File: config.mk
export PLATFORM = sky130hd
export DESIGN_NAME = gphy_np_ms_regs
export DESIGN_NICKNAME = d
export VERILOG_FILES = /design/src/gphy_np_ms_regs.v /design/src/sync3.v /design/src/idle_err_counter.v
export VERILOG_INCLUDE_DIRS = /design/src
export SDC_FILE = /design/constraint.sdc
export NUM_CORES = 1
export LEC_CHECK = 0
export ABC_AREA = 1
export BUFFER_PORTS_ARGS = -buffer_cell sky130_fd_sc_hd__buf_2
export CAP_MARGIN = 20
export CORE_MARGIN = 4
export CORE_UTILIZATION = 33
export DETAILED_ROUTE_END_ITERATION = 7
export MAX_ROUTING_LAYER = met4
export PLACE_DENSITY = 0.62
export SYNTH_ARGS = -nofsm -noshare
export SYNTH_HDL_FRONTEND = slang
export SYNTH_SLANG_ARGS = --single-unit
File: constraint.sdc
create_clock -name i_clk_sys -period 3.4 [get_ports i_clk_sys]
set_clock_uncertainty 0.15 [all_clocks]
set_input_delay 0.34 -clock i_clk_sys [delete_from_list [all_inputs] [get_ports i_clk_sys]]
set_output_delay 0.34 -clock i_clk_sys [all_outputs]
set_load 0.01 [all_outputs]
File: src/gphy_np_ms_map.vh
`ifndef GPHY_NP_MS_MAP_VH
`define GPHY_NP_MS_MAP_VH
// Register addresses on the management port
`define REG_NP_TX_ADDR      5'h07
`define REG_NP_PARTNER_ADDR 5'h08
`define REG_GIG_CTRL_ADDR   5'h09
`define REG_GIG_STAT_ADDR   5'h0A
// Next-page field positions
`define NP_MORE_BIT     15
`define NP_ACK_BIT      14
`define NP_MSG_BIT      13
`define NP_ACK2_BIT     12
`define NP_TOGGLE_BIT   11
`define NP_CODE_MSB     10
// Next-page transmit and partner reset values
`define NP_MORE_RST     1'b0
`define NP_MSG_RST      1'b1
`define NP_ACK2_RST     1'b0
`define NP_CODE_RST     11'h03FF
`define NP_PARTNER_RST  16'h0000
// Gigabit control fields
`define GC_TEST_MSB     15
`define GC_TEST_LSB     13
`define GC_MS_MAN_BIT   12
`define GC_MS_VAL_BIT   11
`define GC_PORT_BIT     10
`define GC_ADV_FD_BIT   9
`define GC_ADV_HD_BIT   8
`define GC_RST          16'h0000
// Test mode codes
`define TM_NORMAL       3'h0
`define TM_WAVEFORM     3'h1
`define TM_MASTER_JIT   3'h2
`define TM_SLAVE_JIT    3'h3
`define TM_DISTORTION   3'h4
// Gigabit status fields
`define GS_FAULT_BIT    15
`define GS_RES_BIT      14
`define GS_LRX_BIT      13
`define GS_RRX_BIT      12
`define GS_LP_FD_BIT    11
`define GS_LP_HD_BIT    10
`define IDLE_ERR_MAX    8'hFF
`endif

File: src/gphy_np_ms_regs.v
`timescale 1ns/1ns
`include "gphy_np_ms_map.vh"
// Function
// - Bit15 more pages; bit13 formatted page
// - Writable second-acknowledge bit, resets zero
// - Toggle read-only, inverse of next to send
// - Low eleven bits writable, reset 0x3FF
// - Partner next page read-only, resets zero
// - Manual enable selects manual master/slave
// - Value forces master/slave only when manual
// - Port type advertises master preference
// - Full-duplex advertised only when bit set
// - Half-duplex advertised only when bit set
// - Fault latched until read/reset/negotiation event
// - Resolution bit reports master or slave
// - Local receiver status bit read-only
// - Remote receiver status bit read-only
// - Partner gigabit full/half ability bits
// - Idle errors counted when both receivers good
// - Idle error counter saturates at 255
// - Counter clears on status read or reset
module gphy_np_ms_regs (
   input  wire        i_clk_sys,
   input  wire        i_rst,
   input  wire        i_ce,
   // Management register port
   input  wire [4:0]  i_reg_addr,
   input  wire        i_reg_wr,
   input  wire        i_reg_rd,
   input  wire [15:0] i_reg_wdata,
   output reg  [15:0] o_reg_rdata,
   output reg         o_reg_rvalid,
   // Negotiation engine events (same clock)
   input  wire        i_np_sent,
   input  wire        i_np_rx_valid,
   input  wire [15:0] i_np_rx_word,
   input  wire        i_lp_gig_valid,
   input  wire        i_lp_gig_fd,
   input  wire        i_lp_gig_hd,
   input  wire        i_an_complete,
   input  wire        i_an_enable_set,
   input  wire        i_ms_fault_det,
   input  wire        i_ms_resolved_master,
   // Line-side status from the PMA (asynchronous)
   input  wire        i_local_rx_ok,
   input  wire        i_remote_rx_ok,
   input  wire        i_idle_err,
   // Controls toward negotiation and PMA
   output reg  [15:0] o_np_tx_word,
   output reg  [2:0]  o_test_mode,
   output reg         o_test_active,
   output reg         o_ms_manual,
   output reg         o_ms_force_master,
   output reg         o_port_multi,
   output reg         o_adv_gig_fd,
   output reg         o_adv_gig_hd
);
   // Transmit next-page register fields
   reg        np_more_q;      // More pages follow
   reg        np_msg_q;       // Formatted page
   reg        np_ack2_q;      // Able to comply
   reg        np_toggle_q;    // Hardware toggle
   reg [10:0] np_code_q;      // Message or data
   // Partner next page capture
   reg [15:0] np_partner_q;
   // Gigabit control register
   reg [15:0] gig_ctrl_q;
   // Gigabit status state
   reg        ms_fault_q;     // Latched fault
   reg        ms_master_q;    // Resolution
   reg        lp_fd_q;        // Partner full-duplex
   reg        lp_hd_q;        // Partner half-duplex
   // Synchronised line inputs
   wire [2:0] line_sync;
   wire       local_ok;
   wire       remote_ok;
   wire       idle_err_s;
   reg        idle_err_prev_q; // Edge detect on synced error
   wire       idle_err_evt;
   wire [7:0] idle_count;
   // Decoded accesses
   wire       wr_np_tx;
   wire       wr_gig_ctrl;
   wire       rd_gig_stat;
   reg [15:0] rd_mux;

   assign wr_np_tx    = i_reg_wr && (i_reg_addr == `REG_NP_TX_ADDR);
   assign wr_gig_ctrl = i_reg_wr && (i_reg_addr == `REG_GIG_CTRL_ADDR);
   assign rd_gig_stat = i_ce && i_reg_rd &&
                        (i_reg_addr == `REG_GIG_STAT_ADDR);

   // Line status passes the three-stage filter
   sync3 #(
      .W (3)
   ) u_sync (
      .i_clk_sys (i_clk_sys),
      .i_rst     (i_rst),
      .i_ce      (i_ce),
      .i_async   ({i_idle_err, i_remote_rx_ok, i_local_rx_ok}),
      .o_sync    (line_sync)
   );
   assign local_ok   = line_sync[0];
   assign remote_ok  = line_sync[1];
   assign idle_err_s = line_sync[2];

   // One count per idle error pulse
   always @(posedge i_clk_sys) begin
      if (i_rst) begin
         idle_err_prev_q <= 1'b0;
      end else if (i_ce) begin
         idle_err_prev_q <= idle_err_s;
      end
   end
   assign idle_err_evt = idle_err_s && !idle_err_prev_q;

   // Saturating idle error counter
   idle_err_counter #(
      .W (8)
   ) u_idle_cnt (
      .i_clk_sys (i_clk_sys),
      .i_rst     (i_rst),
      .i_ce      (i_ce),
      .i_err     (idle_err_evt),
      .i_enable  (local_ok && remote_ok),
      .i_clear   (rd_gig_stat),
      .o_count   (idle_count)
   );

   // Transmit next-page register
   always @(posedge i_clk_sys) begin
      if (i_rst) begin
         np_more_q   <= `NP_MORE_RST;
         np_msg_q    <= `NP_MSG_RST;
         np_ack2_q   <= `NP_ACK2_RST;
         np_toggle_q <= 1'b0;
         np_code_q   <= `NP_CODE_RST;
      end else if (i_ce) begin
         if (wr_np_tx) begin
            np_more_q <= i_reg_wdata[`NP_MORE_BIT];
            np_msg_q  <= i_reg_wdata[`NP_MSG_BIT];
            np_ack2_q <= i_reg_wdata[`NP_ACK2_BIT];
            np_code_q <= i_reg_wdata[`NP_CODE_MSB:0];
         end
         // Toggle flips after each sent code word
         if (i_np_sent) begin
            np_toggle_q <= ~np_toggle_q;
         end
      end
   end

   // Partner next-page capture
   always @(posedge i_clk_sys) begin
      if (i_rst) begin
         np_partner_q <= `NP_PARTNER_RST;
      end else if (i_ce && i_np_rx_valid) begin
         np_partner_q <= i_np_rx_word;
      end
   end

   // Gigabit control register; reserved low byte kept zero
   always @(posedge i_clk_sys) begin
      if (i_rst) begin
         gig_ctrl_q <= `GC_RST;
      end else if (i_ce && wr_gig_ctrl) begin
         gig_ctrl_q <= {i_reg_wdata[15:8], 8'h00};
      end
   end

   // Fault latch: detection wins over a read or negotiation clear; reset wins over detection
   always @(posedge i_clk_sys) begin
      if (i_rst) begin
         ms_fault_q <= 1'b0;
      end else if (i_ce) begin
         if (i_ms_fault_det) begin
            ms_fault_q <= 1'b1;
         end else if (rd_gig_stat || i_an_complete ||
                      i_an_enable_set) begin
            ms_fault_q <= 1'b0;
         end
      end
   end

   // Resolution and partner gigabit abilities
   always @(posedge i_clk_sys) begin
      if (i_rst) begin
         ms_master_q <= 1'b0;
         lp_fd_q     <= 1'b0;
         lp_hd_q     <= 1'b0;
      end else if (i_ce) begin
         ms_master_q <= i_ms_resolved_master;
         if (i_lp_gig_valid) begin
            lp_fd_q <= i_lp_gig_fd;
            lp_hd_q <= i_lp_gig_hd;
         end
      end
   end

   // Read data selection; unmapped addresses read zero
   always @* begin
      rd_mux = 16'h0000;
      if (i_reg_addr == `REG_NP_TX_ADDR) begin
         rd_mux = {np_more_q, 1'b0, np_msg_q, np_ack2_q,
                   ~np_toggle_q, np_code_q};
      end else if (i_reg_addr == `REG_NP_PARTNER_ADDR) begin
         rd_mux = np_partner_q;
      end else if (i_reg_addr == `REG_GIG_CTRL_ADDR) begin
         rd_mux = gig_ctrl_q;
      end else if (i_reg_addr == `REG_GIG_STAT_ADDR) begin
         rd_mux = {ms_fault_q, ms_master_q, local_ok, remote_ok,
                   lp_fd_q, lp_hd_q, 2'b00, idle_count};
      end
   end

   // Registered read answer, one cycle after the strobe
   always @(posedge i_clk_sys) begin
      if (i_rst) begin
         o_reg_rdata  <= 16'h0000;
         o_reg_rvalid <= 1'b0;
      end else if (i_ce) begin
         o_reg_rvalid <= i_reg_rd;
         if (i_reg_rd) begin
            o_reg_rdata <= rd_mux;
         end
      end
   end

   // Control outputs toward negotiation and PMA
   always @(posedge i_clk_sys) begin
      if (i_rst) begin
         o_np_tx_word      <= 16'h0000;
         o_test_mode       <= `TM_NORMAL;
         o_test_active     <= 1'b0;
         o_ms_manual       <= 1'b0;
         o_ms_force_master <= 1'b0;
         o_port_multi      <= 1'b0;
         o_adv_gig_fd      <= 1'b0;
         o_adv_gig_hd      <= 1'b0;
      end else if (i_ce) begin
         o_np_tx_word <= {np_more_q, 1'b0, np_msg_q, np_ack2_q,
                          np_toggle_q, np_code_q};
         // Reserved codes fall back to normal operation
         case (gig_ctrl_q[`GC_TEST_MSB:`GC_TEST_LSB])
            `TM_WAVEFORM, `TM_MASTER_JIT, `TM_SLAVE_JIT,
            `TM_DISTORTION: begin
               o_test_mode   <= gig_ctrl_q[`GC_TEST_MSB:`GC_TEST_LSB];
               o_test_active <= 1'b1;
            end
            default: begin
               o_test_mode   <= `TM_NORMAL;
               o_test_active <= 1'b0;
            end
         endcase
         o_ms_manual       <= gig_ctrl_q[`GC_MS_MAN_BIT];
         o_ms_force_master <= gig_ctrl_q[`GC_MS_MAN_BIT] &&
                              gig_ctrl_q[`GC_MS_VAL_BIT];
         o_port_multi      <= gig_ctrl_q[`GC_PORT_BIT];
         o_adv_gig_fd      <= gig_ctrl_q[`GC_ADV_FD_BIT];
         o_adv_gig_hd      <= gig_ctrl_q[`GC_ADV_HD_BIT];
      end
   end
endmodule

File: src/sync3.v
`timescale 1ns/1ns
// Three-stage synchroniser; output changes when stages two and three agree
module sync3 #(
   parameter W = 1
) (
   input  wire         i_clk_sys,
   input  wire         i_rst,
   input  wire         i_ce,
   input  wire [W-1:0] i_async,
   output reg  [W-1:0] o_sync
);
   reg [W-1:0] s1_q;   // Metastability catcher
   reg [W-1:0] s2_q;   // Second stage
   reg [W-1:0] s3_q;   // Third stage
   genvar g;

   // Shift chain
   always @(posedge i_clk_sys) begin
      if (i_rst) begin
         s1_q <= {W{1'b0}};
         s2_q <= {W{1'b0}};
         s3_q <= {W{1'b0}};
      end else if (i_ce) begin
         s1_q <= i_async;
         s2_q <= s1_q;
         s3_q <= s2_q;
      end
   end

   // Per-bit agreement filter
   generate
      for (g = 0; g < W; g = g + 1) begin : g_bit
         always @(posedge i_clk_sys) begin
            if (i_rst) begin
               o_sync[g] <= 1'b0;
            end else if (i_ce && (s2_q[g] == s3_q[g])) begin
               o_sync[g] <= s3_q[g];
            end
         end
      end
   endgenerate
endmodule

File: src/idle_err_counter.v
`timescale 1ns/1ns
`include "gphy_np_ms_map.vh"
// Saturating idle error counter with clear
module idle_err_counter #(
   parameter W = 8
) (
   input  wire         i_clk_sys,
   input  wire         i_rst,
   input  wire         i_ce,
   input  wire         i_err,
   input  wire         i_enable,
   input  wire         i_clear,
   output reg  [W-1:0] o_count
);
   // Counter update; a read clears even if an error lands
   always @(posedge i_clk_sys) begin
      if (i_rst) begin
         o_count <= {W{1'b0}};
      end else if (i_ce) begin
         if (i_clear) begin
            o_count <= {W{1'b0}};
         end else if (i_err && i_enable && (o_count != {W{1'b1}})) begin
            o_count <= o_count + {{(W-1){1'b0}}, 1'b1};
         end
      end
   end
endmodule

### Word level (Yosys, flattened, before mapping)

Index checks and enable logic that the tools add are counted.

* input port bits: 54
* bits in writable memories: 0
* latch bits: 0
* bits in read-only memories: 0
* register bits: 105
* memories kept: 0

* $mul: 0
* $lt $le $gt $ge: 0
* divide/modulo/power cells: 0
* $add $sub $neg: 1
* muxes and demuxes: 10
* bitwise gates (word level): 1
* shift-type cells: 0
* reduce and logical (&&, ||, !) cells: 26
* equal/unequal tests: 12

Operator list (number)
* $mux 16: 4
* $mux 8: 2
* $eq 5x4->1 const B: 3
* $logic_and 1x1->1: 14
* $reduce_and 2->1: 6
* $add 8x1->8 const B: 1
* $ne 8x8->1 const B: 1
* $eq 3x2->1 const B: 2
* $eq 5x3->1 const B: 1
* $reduce_bool 2->1: 2
* $reduce_or 4->1: 1
* $eq 1x1->1: 3
* $eq 3x1->1 const B: 1
* $eq 3x3->1 const B: 1
* $mux 1: 3
* $mux 3: 1
* $logic_or 1x1->1: 2
* $logic_not 1->1: 1
* $not 1->1: 1

### Longest topological paths before layout

Gate-level depths: netlist of the first run.

* depth after elaboration: 6
* depth in mapped cells: 10
* mapped depth without buffers: 10

### Modules after synthesis

From an unflattened synthesis of the first run, not the netlist that was laid out.

* cells, all modules: 647
* area total of the unflattened synthesis: 4546.9 um^2

By module, submodules not included
* gphy_np_ms_regs: cells each 493, times used 1, area an instance 3552.2 um^2, seq. area each 1701.6 um^2
* idle_err_counter: cells each 92, times used 1, area an instance 536.8 um^2, seq. area each 160.2 um^2
* sync3: cells each 62, times used 1, area an instance 457.9 um^2, seq. area each 240.2 um^2

### Least setup slack after synthesis of the first run

Ideal clock, no wire load.

* path type: reg-to-reg
* from: reg u_idle_cnt.o_count[0]
* to: reg u_idle_cnt.o_count[2]
* setup time: 0.112 ns
* stages on the path, launching flop included: 11
* data arrival time: 1.181 ns
* required time: 3.138 ns
* setup slack: 1.957 ns
* cells stage by stage: dfxtp_1 ha_1 nand2_1 nor2_1 nand2_1 nand2_2 inv_2 nand2_1 nand2_1 nand2_1 nor2_1

* longest elaborated chain between the ends: 4
* elaborated cells between the ends (all ways): 7
* classes of those cells: add/sub: 1; eq/ne: 1; mux: 2; reduce/logical: 3

Ends and longest elaborated chain
* from (decl): line idle_err_counter.v:13 `output reg [W-1:0] o_count`
* from (signal assigned): line idle_err_counter.v:18 `o_count <= {W{1'b0}};`
* from (signal assigned): line idle_err_counter.v:21 `o_count <= {W{1'b0}};`
* from (signal assigned): line idle_err_counter.v:23 `o_count <= o_count + {{(W-1){1'b0}}, 1'b1};`
* branches (longest 4 deep; another with $add 8x1->8)

Several ways; the timed one is not identified. The select of a mux whose other input is x is not followed.
A chain may end at the register's enable or synchronous reset.

### Final worst setup path of the first run

Ends and elaborated chain as after synthesis.

==> results of run 1 <==
[report_power, final]
part           internal, W  total (W)  switching [W]
Clock             0.000594    0.00107       0.000474
Sequential         0.00128    0.00130      0.0000240
Combinational    0.0000819   0.000226       0.000145
Total              0.00195    0.00260       0.000643
[logic make-up after synthesis]
logic type,synth area share (%)
compound gates,16.0
xor+xnor,0.196
fa+ha+maj,0.280
buf+inv,8.61
flops,47.1
other cells,0.0840
simple gates,27.8
[metal layers]
layer	part of all wire (%)	global-route usage (%)	wire length, microns
met3	4.7	3.99	555
met4	0.46	2.45	54
met1	46	20.4	5440
met5	0	-	0
met2	49	24.8	5740
[cells in the mapped netlist]
library cell  instances  area (sq um)
dfxtp_1             105          2100
nor2_1               94           353
nand2_1              91           342
o21ai_0              63           315
a21oi_1              57           285
inv_1                56           210
nand3_1              55           275
clkbuf_1             14          52.6
nand4_1              12          75.1
o211ai_1             12          90.1
buf_4                 8          60.1
buf_2                 7          35.0
nor2_4                7          78.8
nand2_2               5          31.3
inv_2                 4          15.0
nand2_4               3          33.8
nand3_4               2          35.0
a21oi_2               1          8.76
buf_6                 1          11.3
conb_1                1          3.75
ha_1                  1          12.5
nand3_2               1          10.0
nor3_1                1          5.00
o21ai_1               1          5.00
o21bai_1              1          7.51
xor2_1                1          8.76
[state kept, by name, indices dropped and copies added (netlist names), 3 cells and up]
signal,cells
u_sync.o_sync,3
u_sync.s3_q,3
o_reg_rdata,16
np_code_q,11
o_np_tx_word,15
gig_ctrl_q,8
u_sync.s1_q,3
o_test_mode,3
u_sync.s2_q,3
u_idle_cnt.o_count,8
np_partner_q,16
[final timing paths]
kind / end / slack (ns) / depth (start not counted)
worst min register to register: u_sync.o_sync[1]$_SDFFE_PP0P_ / 0.31 / 2
worst min-delay path: np_code_q[0]$_SDFFE_PP1P_ / 0.05 / 3
worst max register to register: u_idle_cnt.o_count[2]$_SDFFE_PP0P_ / 1.70 / 10
worst max-delay path: u_idle_cnt.o_count[2]$_SDFFE_PP0P_ / 1.70 / 10
[cells in the final DEF, fill, tap and decap left out]
cell / instances
clkinvlp_4: 2
conb_1: 1
clkinv_1: 1
nand4_1: 12
inv_2: 4
inv_1: 55
o21ai_0: 63
nand3_2: 1
buf_2: 94
clkbuf_16: 9
a21oi_2: 1
nand2_2: 5
nor2_4: 7
nor2_1: 94
nor3_1: 1
o211ai_1: 12
bufinv_16: 1
ha_1: 1
nand3_1: 55
o21bai_1: 1
clkinv_2: 2
buf_4: 4
nand3_4: 2
xor2_1: 1
inv_8: 1
dfxtp_1: 105
nand2_1: 91
a21oi_1: 57
clkbuf_8: 1
nand2_4: 3
o21ai_1: 1
[area by class of cell]
cell class                      instances  area, sq um
Multi-Input combinational cell        409         1980
Tap cell                              176          220
Timing Repair Buffer                   98          500
Clock inverter                          6         66.3
Inverter                               60          225
Clock buffer                           10          239
Fill cell                            1408         7910
Sequential cell                       105         2100
[metrics by stage]
stage / setup WS (ns) / hold WS, ns
final: 1.70 / 0.0537
after global routing: 1.44 / 0.0608
after CTS: 1.70 / 0.0442
after detailed placement: 1.46 / 0.296
after global placement: 1.45 / 0.301
after floorplan: 1.96 / 0.280
[worst reg2reg max path, cell delays in order, from the launching register on]
cell	delay (ns)
dfxtp_1	0.43
ha_1	0.22
nand2_1	0.09
nor2_1	0.14
nand2_1	0.09
nand2_2	0.15
inv_2	0.10
nand2_1	0.07
nand2_1	0.04
nand2_1	0.06
nor2_1	0.04
==> impl_results.md, run 1 <==
* Largest net degree at the start of global routing at 42
* Final setup TNS at 0 ns
* Non-Filler Instances at 864
* Hold_sp: i_reg_wdata[0]
* DR pass1 iterations at 4
* Final setup vio count at 0
* HPWL Detailed at 8760 microns
* Layout cell share with drive strength beyond 1 at 19.9%
* Row count at 42
* Worst relative slew slack at 55.3%
* Core ar. at 0.0132 sq mm
* Register area share after synthesis at 47.1%
* CP startpoint: u_idle_cnt.o_count[0]$_SDFFE_PP0P_
* Vias at 4,035
* Final Power at 0.00260 W
* Post-Layout Inst Area at 0.00533 sq mm
* Dpl cells at 848
* Total GRT Usage at 15.5%
* Worst skew pair latency at 0.35 ns
* Slew Viols, Final at 0
* Crit path cell chain: ha_1 > nand2_1 > nor2_1 > nand2_1 > nand2_2 > inv_2 > nand2_1 > nand2_1 > nand2_1 > nor2_1
* Maxcap violations at 0
* Mapped Nets at 659
* Tmin final at 1.70 ns
* Leak Pwr at 2.34 nW
* Top achievable clock speed at 590 MHz
* ANT nets after route at 0
* Peak VDD IR at 0.324 mV
* DRT Wirelength at 11,800 microns
* Mapped Cells at 604
* Status: finished clean
* CTS root buf: clkbuf_16
* CTS tree: yes
* Residual DRC at 0
* N_diodes at 0
* Setup bufs post-CTS at 0
* CP peak stage delay at 0.43 ns
* CTS max path bufs at 2
* GR Overflow Total at 0
* Worst slew pin tran at 0.669 ns
* Chip height at 124 microns
* Nets@finish at 738
* Post-cts gate resize count at 0
* Peak fanout along the critical path at 8
* Initial antenna violation count at 0
* CTS clock-pin slew for the worst setup and hold paths at 0.07 ns
* Vias in the first global route at 3,780
* Gpl congestion at 0.871
* Max stage delay cell, worst path: dfxtp_1
* Critical path class: register to register
* Initial core utilization at 33.7%
* Crit path launch type: register
* Synth Warn # at 0
* Crit. End Element: register
* Vias per cell at 4.67
* Type of the most critical hold path: input pin to register
* Post-Syn Area at 0.00446 sq mm
* Syn avg cell area at 7.39 sq um
* Post-synth cell types at 26
* FF-to-FF Start: u_idle_cnt.o_count[0]$_SDFFE_PP0P_
* Area delta synth->final at 19.4%
* Final Hold Fails at 0
* CP dominant cell by count: nand2_1
* CP delay by family, top: simple AND/OR/NAND/NOR gates
* CP arrival at 1.79 ns
* Post-layout util at 40.2%
* Worst Path Required at 3.49 ns
* Power Dens Cells at 487 mW/mm^2
* Buf+Inv Stages, Crit Path at 1
* Die width at 124 microns
* DR WL/cell at 13.6 microns
* Hold buffer count at cts at 0
* Boundary Pins at 96
* Initial DRC Count at 277
* Placed cell area at 0.00502 sq mm
* Num CTS Buffers at 9
* Unrepaired setup endpoints after global routing: no
* Tcrit/Tclk final at 49.9%
* Yosys reg bits at 105
* Total clock sinks at 105
* First-pass GRT wire length at 19,100 microns
* Htree depth at 3
* Port bufs at 94
* Die footprint at 0.0154 sq mm
Power figures use the tool's default switching activity.
==> run 2, diff against run 1 <==
--- a/config.mk
+++ b/config.mk
@@ -6,14 +6,14 @@
 export SDC_FILE = /design/constraint.sdc
 export NUM_CORES = 1
 export LEC_CHECK = 0
-export ABC_AREA = 1
+export ABC_AREA = 0
 export BUFFER_PORTS_ARGS = -buffer_cell sky130_fd_sc_hd__buf_2
 export CAP_MARGIN = 20
 export CORE_MARGIN = 4
 export CORE_UTILIZATION = 33
 export DETAILED_ROUTE_END_ITERATION = 7
 export MAX_ROUTING_LAYER = met4
-export PLACE_DENSITY = 0.62
+export PLACE_DENSITY = 0.64
 export SYNTH_ARGS = -nofsm -noshare
 export SYNTH_HDL_FRONTEND = slang
 export SYNTH_SLANG_ARGS = --single-unit
==> constraint.sdc (replaced) <==
create_clock -name i_clk_sys -period 1.5 [get_ports i_clk_sys]
set_clock_uncertainty 0.15 [all_clocks]
set_input_delay 0.15 -clock i_clk_sys [delete_from_list [all_inputs] [get_ports i_clk_sys]]
set_output_delay 0.15 -clock i_clk_sys [all_outputs]
set_load 0.01 [all_outputs]
==> run 2 against run 1 <==
  * The run now ends with setup timing left
  * Clock-buffer cell count stayed put
  * First-iteration DRC count is 8.7% lower
  * Final cell count is 5.6% lower
  * Critical path depth is 5 lower
  * Sequential share of layout area is 4.2 points lower
  * Sequential power is 120% higher
  * Global-route usage is 1.6 points higher
  * Sequential cell count stayed put
  * Clock power is 100% higher
  * Non-clock buffer count is 89 higher
  * Critical endpoint is now u_idle_cnt.o_count[6]$_SDFFE_PP0P_
  * Largest power group unchanged
==> impl_results.md, run 2 <==
* Status: complete, but fails checks
* Failing checks: setup timing
* CP Capture Point: u_idle_cnt.o_count[6]$_SDFFE_PP0P_
* Die footprint at 0.0150 sq mm (-2.7%)
* Total GRT Usage at 17.2% (+1.6 points)
* Chip height at 123 microns (-1.4%)
* Unrepaired setup endpoints after global routing: yes
* ANT nets after route at 0 (unchanged)
* Most frequent cells in the layout: dfxtp_1, buf_2, nor2_1
* Worst slew pin tran at 0.696 ns (+0.0266 ns)
* Yosys top cell by area: dfxtp_1
* DRT Wirelength at 12,300 microns (+4.2%)
* First-pass GRT wire length at 19,700 microns (+2.7%)
* Setup WS post-layout at -0.0319 ns (-1.74 ns)
* Comb power frac at 10.7% (+2.0 points)
* Slew Viols, Final at 0 (unchanged)
* Synth Warn # at 0 (unchanged)
* Async SR Flop Fraction at 0% (unchanged)
* CTS clock-pin slew for the worst setup and hold paths at 0.07 ns (about the same)
* Syn avg cell area at 9.17 sq um (+24%)
* Compound-Gate Fraction of Synth Area at 14.4% (-1.5 points)
* Internal Power at 0.00431 W (+120%)
* Uppermost layer routed: met4
* Gpl congestion at 0.857 (-1.6%)
* Dpl cells at 754 (-11%)
* Post-Syn Area at 0.00433 sq mm (-2.9%)
* Post-synth top cells: dfxtp_1, nor2_1, nand2_1, mux2i_1, a21oi_1
* Final Hold Fails at 0 (unchanged)
* Vias per cell at 4.89 (+4.7%)
* Initial antenna violation count at 1 (+1)
* Initial DRC Count at 253 (-8.7%)
* Peak VDD IR at 0.619 mV (+91%)
* Die width at 123 microns (-1.4%)
* Synth top area cells: dfxtp_1, mux2i_1, nor2_1
* Switching part of the total at 24.5% (-0.23 points)
* DR WL/cell at 15.1 microns (+10%)
* Htree depth at 3 (unchanged)
* Clock network power share at 38.1% (-3.1 points)
* Core ar. at 0.0127 sq mm (-3.9%)
* Commonest non-fill, non-tap cell in the layout: dfxtp_1
* Mapped Nets at 527 (-20%)
* Simple-gate share of the synthesized area at 18.9% (-8.9 points)
* Mapped Cells at 472 (-22%)
* Final Power at 0.00572 W (+120%)
* FF-to-FF Start: u_sync.o_sync[2]$_SDFFE_PP0P_
* CP arrival at 1.66 ns (-0.13 ns)
* Post-layout util at 47.0% (+6.7 points)
* HPWL Detailed at 9120 microns (+4.1%)
* Post-synthesis adder-cell area fraction at 0.289% (+0.0085 points)
* Worst relative slew slack at 53.4% (-1.9 points)
* Met3 Routed Length at 607 microns (+9.4%)
* Yosys top cell area share at 48.5% (+1.4 points)
* Row count at 41 (-2.4%)
* Maxcap violations at 0 (unchanged)
* Boundary Pins at 96 (unchanged)
* DR pass1 iterations at 4 (unchanged)
* Residual DRC at 0 (unchanged)
* Register area share after synthesis at 48.5% (+1.4 points)
* Final setup vio count at 2 (+2)
* Count leader, synth: dfxtp_1
* FF-to-FF End: u_idle_cnt.o_count[6]$_SDFFE_PP0P_
* Number of synthesized flops with an enable pin at 0 (unchanged)
* WL met2 at 5980 microns (+4.3%)
* Switching pwr at 0.00140 W (+120%)
* M1 WL at 5540 microns (+1.9%)
* Area delta synth->final at 37.9%
* Leak Pwr at 2.72 nW (+17%)
* Synth Flop Type: dfxtp_1
* Yosys reg bits at 105 (unchanged)
* Num CTS Buffers at 9 (unchanged)
* Post-synth cell types at 52 (+100%)
* Layout cell share with drive strength beyond 1 at 28.3% (+8.4 points)
* Sequential share of power at 51.1% (+1.0 points)
* Vias in the first global route at 3,969 (+5.0%)
* Post-synthesis mux area share at 12.1% (+12 points)
* CTS max path bufs at 2 (unchanged)
* Power Dens Cells at 957 mW/mm^2 (+97%)
* Largest net degree at the start of global routing at 30 (-29%)
* Top achievable clock speed at 653 MHz (+11%)
* Biggest regs: np_partner_q x16, o_reg_rdata x16, o_np_tx_word x15
* Xor/xnor share of the synthesized area at 0.607% (+0.41 points)
* Crit path launch type: register
* CTS root buf: clkbuf_16
* Worst skew pair latency at 0.35 ns (about the same)
* CTS tree: yes
* Vias at 3,990 (-1.1%)
* Peak fanout along the critical path at 3 (-5)
* CP startpoint: u_sync.o_sync[2]$_SDFFE_PP0P_
* Type of the most critical hold path: input pin to register
* Worst Path Required at 1.63 ns (-1.86 ns)
* Largest family of logic cells by synthesized area: simple AND/OR/NAND/NOR gates
* GR Overflow Total at 0 (unchanged)
* R2R depth at 5 (-5)
* Tcrit/Tclk final at 102% (+52 points)
* Non-Filler Instances at 816 (-5.6%)
* Tmin final at 1.53 ns (-0.164 ns)
* Nets@finish at 693 (-6.1%)
* Crit. End Element: register
* Port bufs at 94 (unchanged)
* Initial core utilization at 34.0% (+0.35 points)
* Total clock sinks at 105 (unchanged)
* R2R Setup Slk at -0.03 ns (-1.74 ns)
* Critical path class: register to register
==> run 2: power by group through the flow <==
stage / logic, W / registers, W / clock network, W
2_1_floorplan: 0.000276 / 0.00299 / 0
3_3_place_gp: 0.000515 / 0.00299 / 0
3_5_place_dp: 0.000526 / 0.00299 / 0
4_1_cts: 0.000616 / 0.00292 / 0.00222
5_1_grt: 0.000675 / 0.00293 / 0.00234
6_report: 0.000613 / 0.00292 / 0.00218
==> run 2: per-layer routing <==
layer,vias up,track usage [%]
met5,-,-
li1,1981,-
met4,0,5.46
met3,11,3.41
met1,1884,21.7
met2,114,27.8
==> run 2: critical path, cell delays in order (launching register included) <==
cell	delay (ns)
dfxtp_2	0.33
nand4_1	0.14
buf_4	0.19
nand4b_1	0.18
or3_1	0.33
a21oi_1	0.14
==> run 2: cells by family (layout without fill, tap and decap cells) <==
group | after synthesis | in the layout
muxes | 51 | 51
xor gates and xnor gates | 3 | 3
other | 1 | 2
adders and majority gates | 1 | 1
buffers and inverters | 46 | 217
AOI/OAI and AO/OA | 93 | 93
and+or+nand+nor | 172 | 172
DFF | 105 | 105
==> run 2: worst min-delay path by stage <==
| stage | startpoint | to | cells after the start |
|---|---|---|---|
| after global placement | i_remote_rx_ok | u_sync.s1_q[1]$_SDFFE_PP0P_ | 3 |
| after floorplan | i_np_rx_word[0] | np_partner_q[0]$_SDFFE_PP0P_ | 2 |
| after global routing | i_rst | np_partner_q[6]$_SDFFE_PP0P_ | 3 |
| after CTS | i_rst | np_partner_q[6]$_SDFFE_PP0P_ | 3 |
| final | i_rst | np_partner_q[6]$_SDFFE_PP0P_ | 3 |
| after detailed placement | i_local_rx_ok | u_sync.s1_q[0]$_SDFFE_PP0P_ | 3 |
==> run 2: layout make-up <==
cell class,count,area [sq um]
inverter,14,52.6
timing repair buffer,187,1290
antenna,1,2.50
tap,172,215
clock buffer,10,229
fill,1269,6750
multi-input combinational,321,2030
sequential,105,2110
clock inverter,6,43.8
==> run 2: repair_timing <==
item | 4_1_cts | 5_1_grt
gates resized for setup | 6 | 5
hold buffers | 44 | 0
setup endpoints to repair | 6 | 7
endpoints found under the hold margin | 46 | 0
setup buffers | 1 | 0
pin swaps | 1 | 1
==> run 2: through the flow <==
step	cell area (sq um)	hold WS (ns)	TNS, ns	setup WS (ns)
3_5_place_dp	5220	0.241	-4.57	-0.190
6_report	5970	0.0455	-0.0367	-0.0319
2_1_floorplan	4350	0.136	-0.480	-0.0448
5_1_grt	5970	0.0691	-0.387	-0.109
3_3_place_gp	5220	0.235	-3.47	-0.144
4_1_cts	5960	0.0466	-0.0244	-0.0244
==> run 3, diff against run 2 <==
--- a/config.mk
+++ b/config.mk
@@ -10,10 +10,10 @@
 export BUFFER_PORTS_ARGS = -buffer_cell sky130_fd_sc_hd__buf_2
 export CAP_MARGIN = 20
 export CORE_MARGIN = 4
-export CORE_UTILIZATION = 33
+export CORE_UTILIZATION = 49
 export DETAILED_ROUTE_END_ITERATION = 7
 export MAX_ROUTING_LAYER = met4
-export PLACE_DENSITY = 0.64
+export PLACE_DENSITY = 0.85
 export SYNTH_ARGS = -nofsm -noshare
 export SYNTH_HDL_FRONTEND = slang
 export SYNTH_SLANG_ARGS = --single-unit
==> run 3 against run 2 <==
  * The flow still finishes with violations (setup timing)
  * Clock-buffer cell count increased by 2
  * Non-clock buffer count decreased by 6
  * Maximum frequency decreased by 1.5%
  * Worst setup slack got worse by 0.023 ns
  * Combinational power decreased by 2%
  * Via count increased by 2.2%
  * Largest cell class unchanged
  * Largest power group unchanged
==> impl_results.md, run 3 (synthesis results as in run 2) <==
* Gpl congestion at 0.874 (+2.0%)
* GR Overflow Total at 0 (unchanged)
* Initial core utilization at 49.9% (+16 points)
* Initial antenna violation count at 0 (-1)
* Peak VDD IR at 0.746 mV (+21%)
* Area delta synth->final at 33.7%
* Nets@finish at 687 (-0.87%)
* DR pass1 iterations at 5 (+1)
* Switching part of the total at 23.2% (-1.4 points)
* Layout cell share with drive strength beyond 1 at 27.6% (-0.68 points)
* Final setup vio count at 3 (+1)
* Status: complete, but fails checks
* Unrepaired setup endpoints after global routing: yes
* Slew Viols, Final at 0 (unchanged)
* Tmin final at 1.55 ns (+0.0230 ns)
* Type of the most critical hold path: input pin to register
* Row count at 34 (-17%)
* CP peak stage delay at 0.36 ns (+0.03 ns)
* Hold_sp: i_ce
* Num CTS Buffers at 9 (unchanged)
* Largest net degree at the start of global routing at 44 (+47%)
* FF-to-FF End: u_idle_cnt.o_count[6]$_SDFFE_PP0P_
* Fill count at 660 (-48%)
* Setup WS post-layout at -0.0549 ns (-0.0230 ns)
* Leak Pwr at 2.68 nW (-1.7%)
* Worst Path Required at 1.65 ns (+0.02 ns)
* Post-layout util at 66.7% (+20 points)
* Comb power frac at 11.1% (+0.4 points)
* CP arrival at 1.70 ns (+0.04 ns)
* Total GRT Usage at 23.3% (+6.1 points)
* Hold path cells at 4 (+1)
* Crit path cell chain: nand4_1 > buf_4 > nand4b_1 > or3_1 > a21oi_2
* Worst Hold End: o_np_tx_word[2]$_SDFFE_PP0P_
* Biggest regs: np_partner_q x16, o_reg_rdata x16, o_np_tx_word x15
* Boundary Pins at 96 (unchanged)
* Power Dens Cells at 935 mW/mm^2 (-2.3%)
* R2R depth at 5 (unchanged)
* Post-Layout Inst Area at 0.00579 sq mm (-3.0%)
* Core ar. at 0.00868 sq mm (-32%)
* CTS clock-pin slew for the worst setup and hold paths at 0.10 ns (+0.03 ns)
* CTS tree: yes
* Vias in the first global route at 4,005 (+0.91%)
* DR WL/cell at 15.7 microns (+4.4%)
* Sequential share of power at 53.9% (+2.8 points)
* Vias at 4,076 (+2.2%)
* Most frequent cells in the layout: dfxtp_1, buf_2, nor2_1
* Commonest non-fill, non-tap cell in the layout: dfxtp_1
* DRT Wirelength at 11,700 microns (-4.7%)
* Clock network power share at 35.0% (-3.1 points)
* Internal Power at 0.00416 W (-3.5%)
* Htree depth at 3 (unchanged)
* Peak fanout along the critical path at 3 (unchanged)
* Failing checks: setup timing
* Residual DRC at 0 (unchanged)
* Switching pwr at 0.00125 W (-11%)
* Worst relative slew slack at 60.7% (+7.3 points)
* Total clock sinks at 105 (unchanged)
* Critical path class: register to register
* Buf+Inv Stages, Crit Path at 1 (unchanged)
* CTS root buf: clkbuf_8
* R2R Setup Slk at -0.05 ns (-0.02 ns)
* ANT nets after route at 0 (unchanged)
* CTS max path bufs at 2 (unchanged)
* Initial DRC Count at 178 (-30%)
* Placed cell area at 0.00510 sq mm (-2.3%)
* Crit path launch type: register
* First-pass GRT wire length at 18,500 microns (-5.7%)
* Worst skew pair latency at 0.36 ns (about the same)
* CP delay by family, top: simple AND/OR/NAND/NOR gates
* Maxcap violations at 0 (unchanged)
* Die width at 102 microns (-17%)
* Max stage delay cell, worst path: or3_1
* Die footprint at 0.0104 sq mm (-31%)
* HPWL Detailed at 8220 microns (-9.9%)
* Vias per cell at 5.47 (+12%)
* Final Hold Fails at 0 (unchanged)
* DP Worst Slack at -0.143 ns (+0.0468 ns)
* N_diodes at 0 (-1)
* Port bufs at 94 (unchanged)
* Top achievable clock speed at 643 MHz (-1.5%)
* Tcrit/Tclk final at 104% (+1.5 points)
* FF-to-FF Start: u_sync.o_sync[2]$_SDFFE_PP0P_
* Crit. End Element: register
* Worst slew pin tran at 0.586 ns (-0.110 ns)
* Final setup TNS at -0.0957 ns (-0.0590 ns)
* Chip height at 102 microns (-17%)
run 3: cell types whose count changed in the layout (fill, tap and decap cells not counted), sizes merged, moves of 2 or more:
cell | previous run | this run
buf | 143 | 138
bufinv | 0 | 2
clkbuf | 10 | 12
clkinv | 5 | 2
run 3: what timing repair did:
action	CTS	global route
pin swaps	1	0
setup buffers	1	0
hold endpoints to repair	44	0
gates resized for setup	8	4
hold buffers	43	0
setup endpoints to repair	6	7
run 3: per-layer routing:
layer	vias up	share of wire [%]	GRT usage, %
li1	1966	-	-
met1	1910	40	27.7
met2	169	51	39.7
met3	31	6.7	4.64
met4	0	2.6	7.27
met5	-	0	-
run 3: worst max-delay path by stage:
stage | startpoint | to | slack, ns | cells past startpoint
after floorplan | i_reg_addr[1] | np_code_q[3]$_SDFFE_PP1P_ | -0.04 | 6
after global placement | i_reg_addr[4] | np_code_q[9]$_SDFFE_PP1P_ | -0.11 | 4
after detailed placement | i_ce | u_idle_cnt.o_count[2]$_SDFFE_PP0P_ | -0.14 | 6
after CTS | u_sync.o_sync[2]$_SDFFE_PP0P_ | u_idle_cnt.o_count[6]$_SDFFE_PP0P_ | -0.03 | 5
after global routing | u_sync.o_sync[2]$_SDFFE_PP0P_ | u_idle_cnt.o_count[6]$_SDFFE_PP0P_ | -0.15 | 5
final | u_sync.o_sync[2]$_SDFFE_PP0P_ | u_idle_cnt.o_count[6]$_SDFFE_PP0P_ | -0.05 | 5
run 3: worst register-to-register path: stages (launching register included):
cell and delay (ns):
dfxtp_2 0.34, nand4_1 0.12, buf_4 0.18, nand4b_1 0.19, or3_1 0.36, a21oi_2 0.14
run 3: cell type report:
class | instances | area, sq um | share of cell area (%)
flip-flops and latches | 105 | 2110 | 36.4
multi-input cells | 321 | 2030 | 35.1
repair buffers | 181 | 1240 | 21.5
clock buffers | 12 | 145 | 2.51
well taps | 108 | 135 | 2.33
clock inverters | 4 | 73.8 | 1.27
inverters | 14 | 52.6 | 0.907
run 3: power groups by stage:
stage	clock (W)	sequential, W	combinational (W)
after floorplan	0	0.00299	0.000276
after global placement	0	0.00298	0.000492
after detailed placement	0	0.00298	0.000507
after CTS	0.00192	0.00292	0.000593
after global routing	0.00202	0.00293	0.000659
final	0.00190	0.00292	0.000599
run 3: metrics by stage:
| stage | hold WS (ns) | power (W) | cells |
|---|---|---|---|
| finish | 0.0805 | 0.00542 | 745 |
| global route | 0.0901 | 0.00560 | 745 |
| CTS | 0.0706 | 0.00543 | 745 |
| detailed placement | 0.248 | 0.00349 | 685 |
| global placement | 0.235 | 0.00347 | 685 |
| floorplan | 0.136 | 0.00326 | 472 |
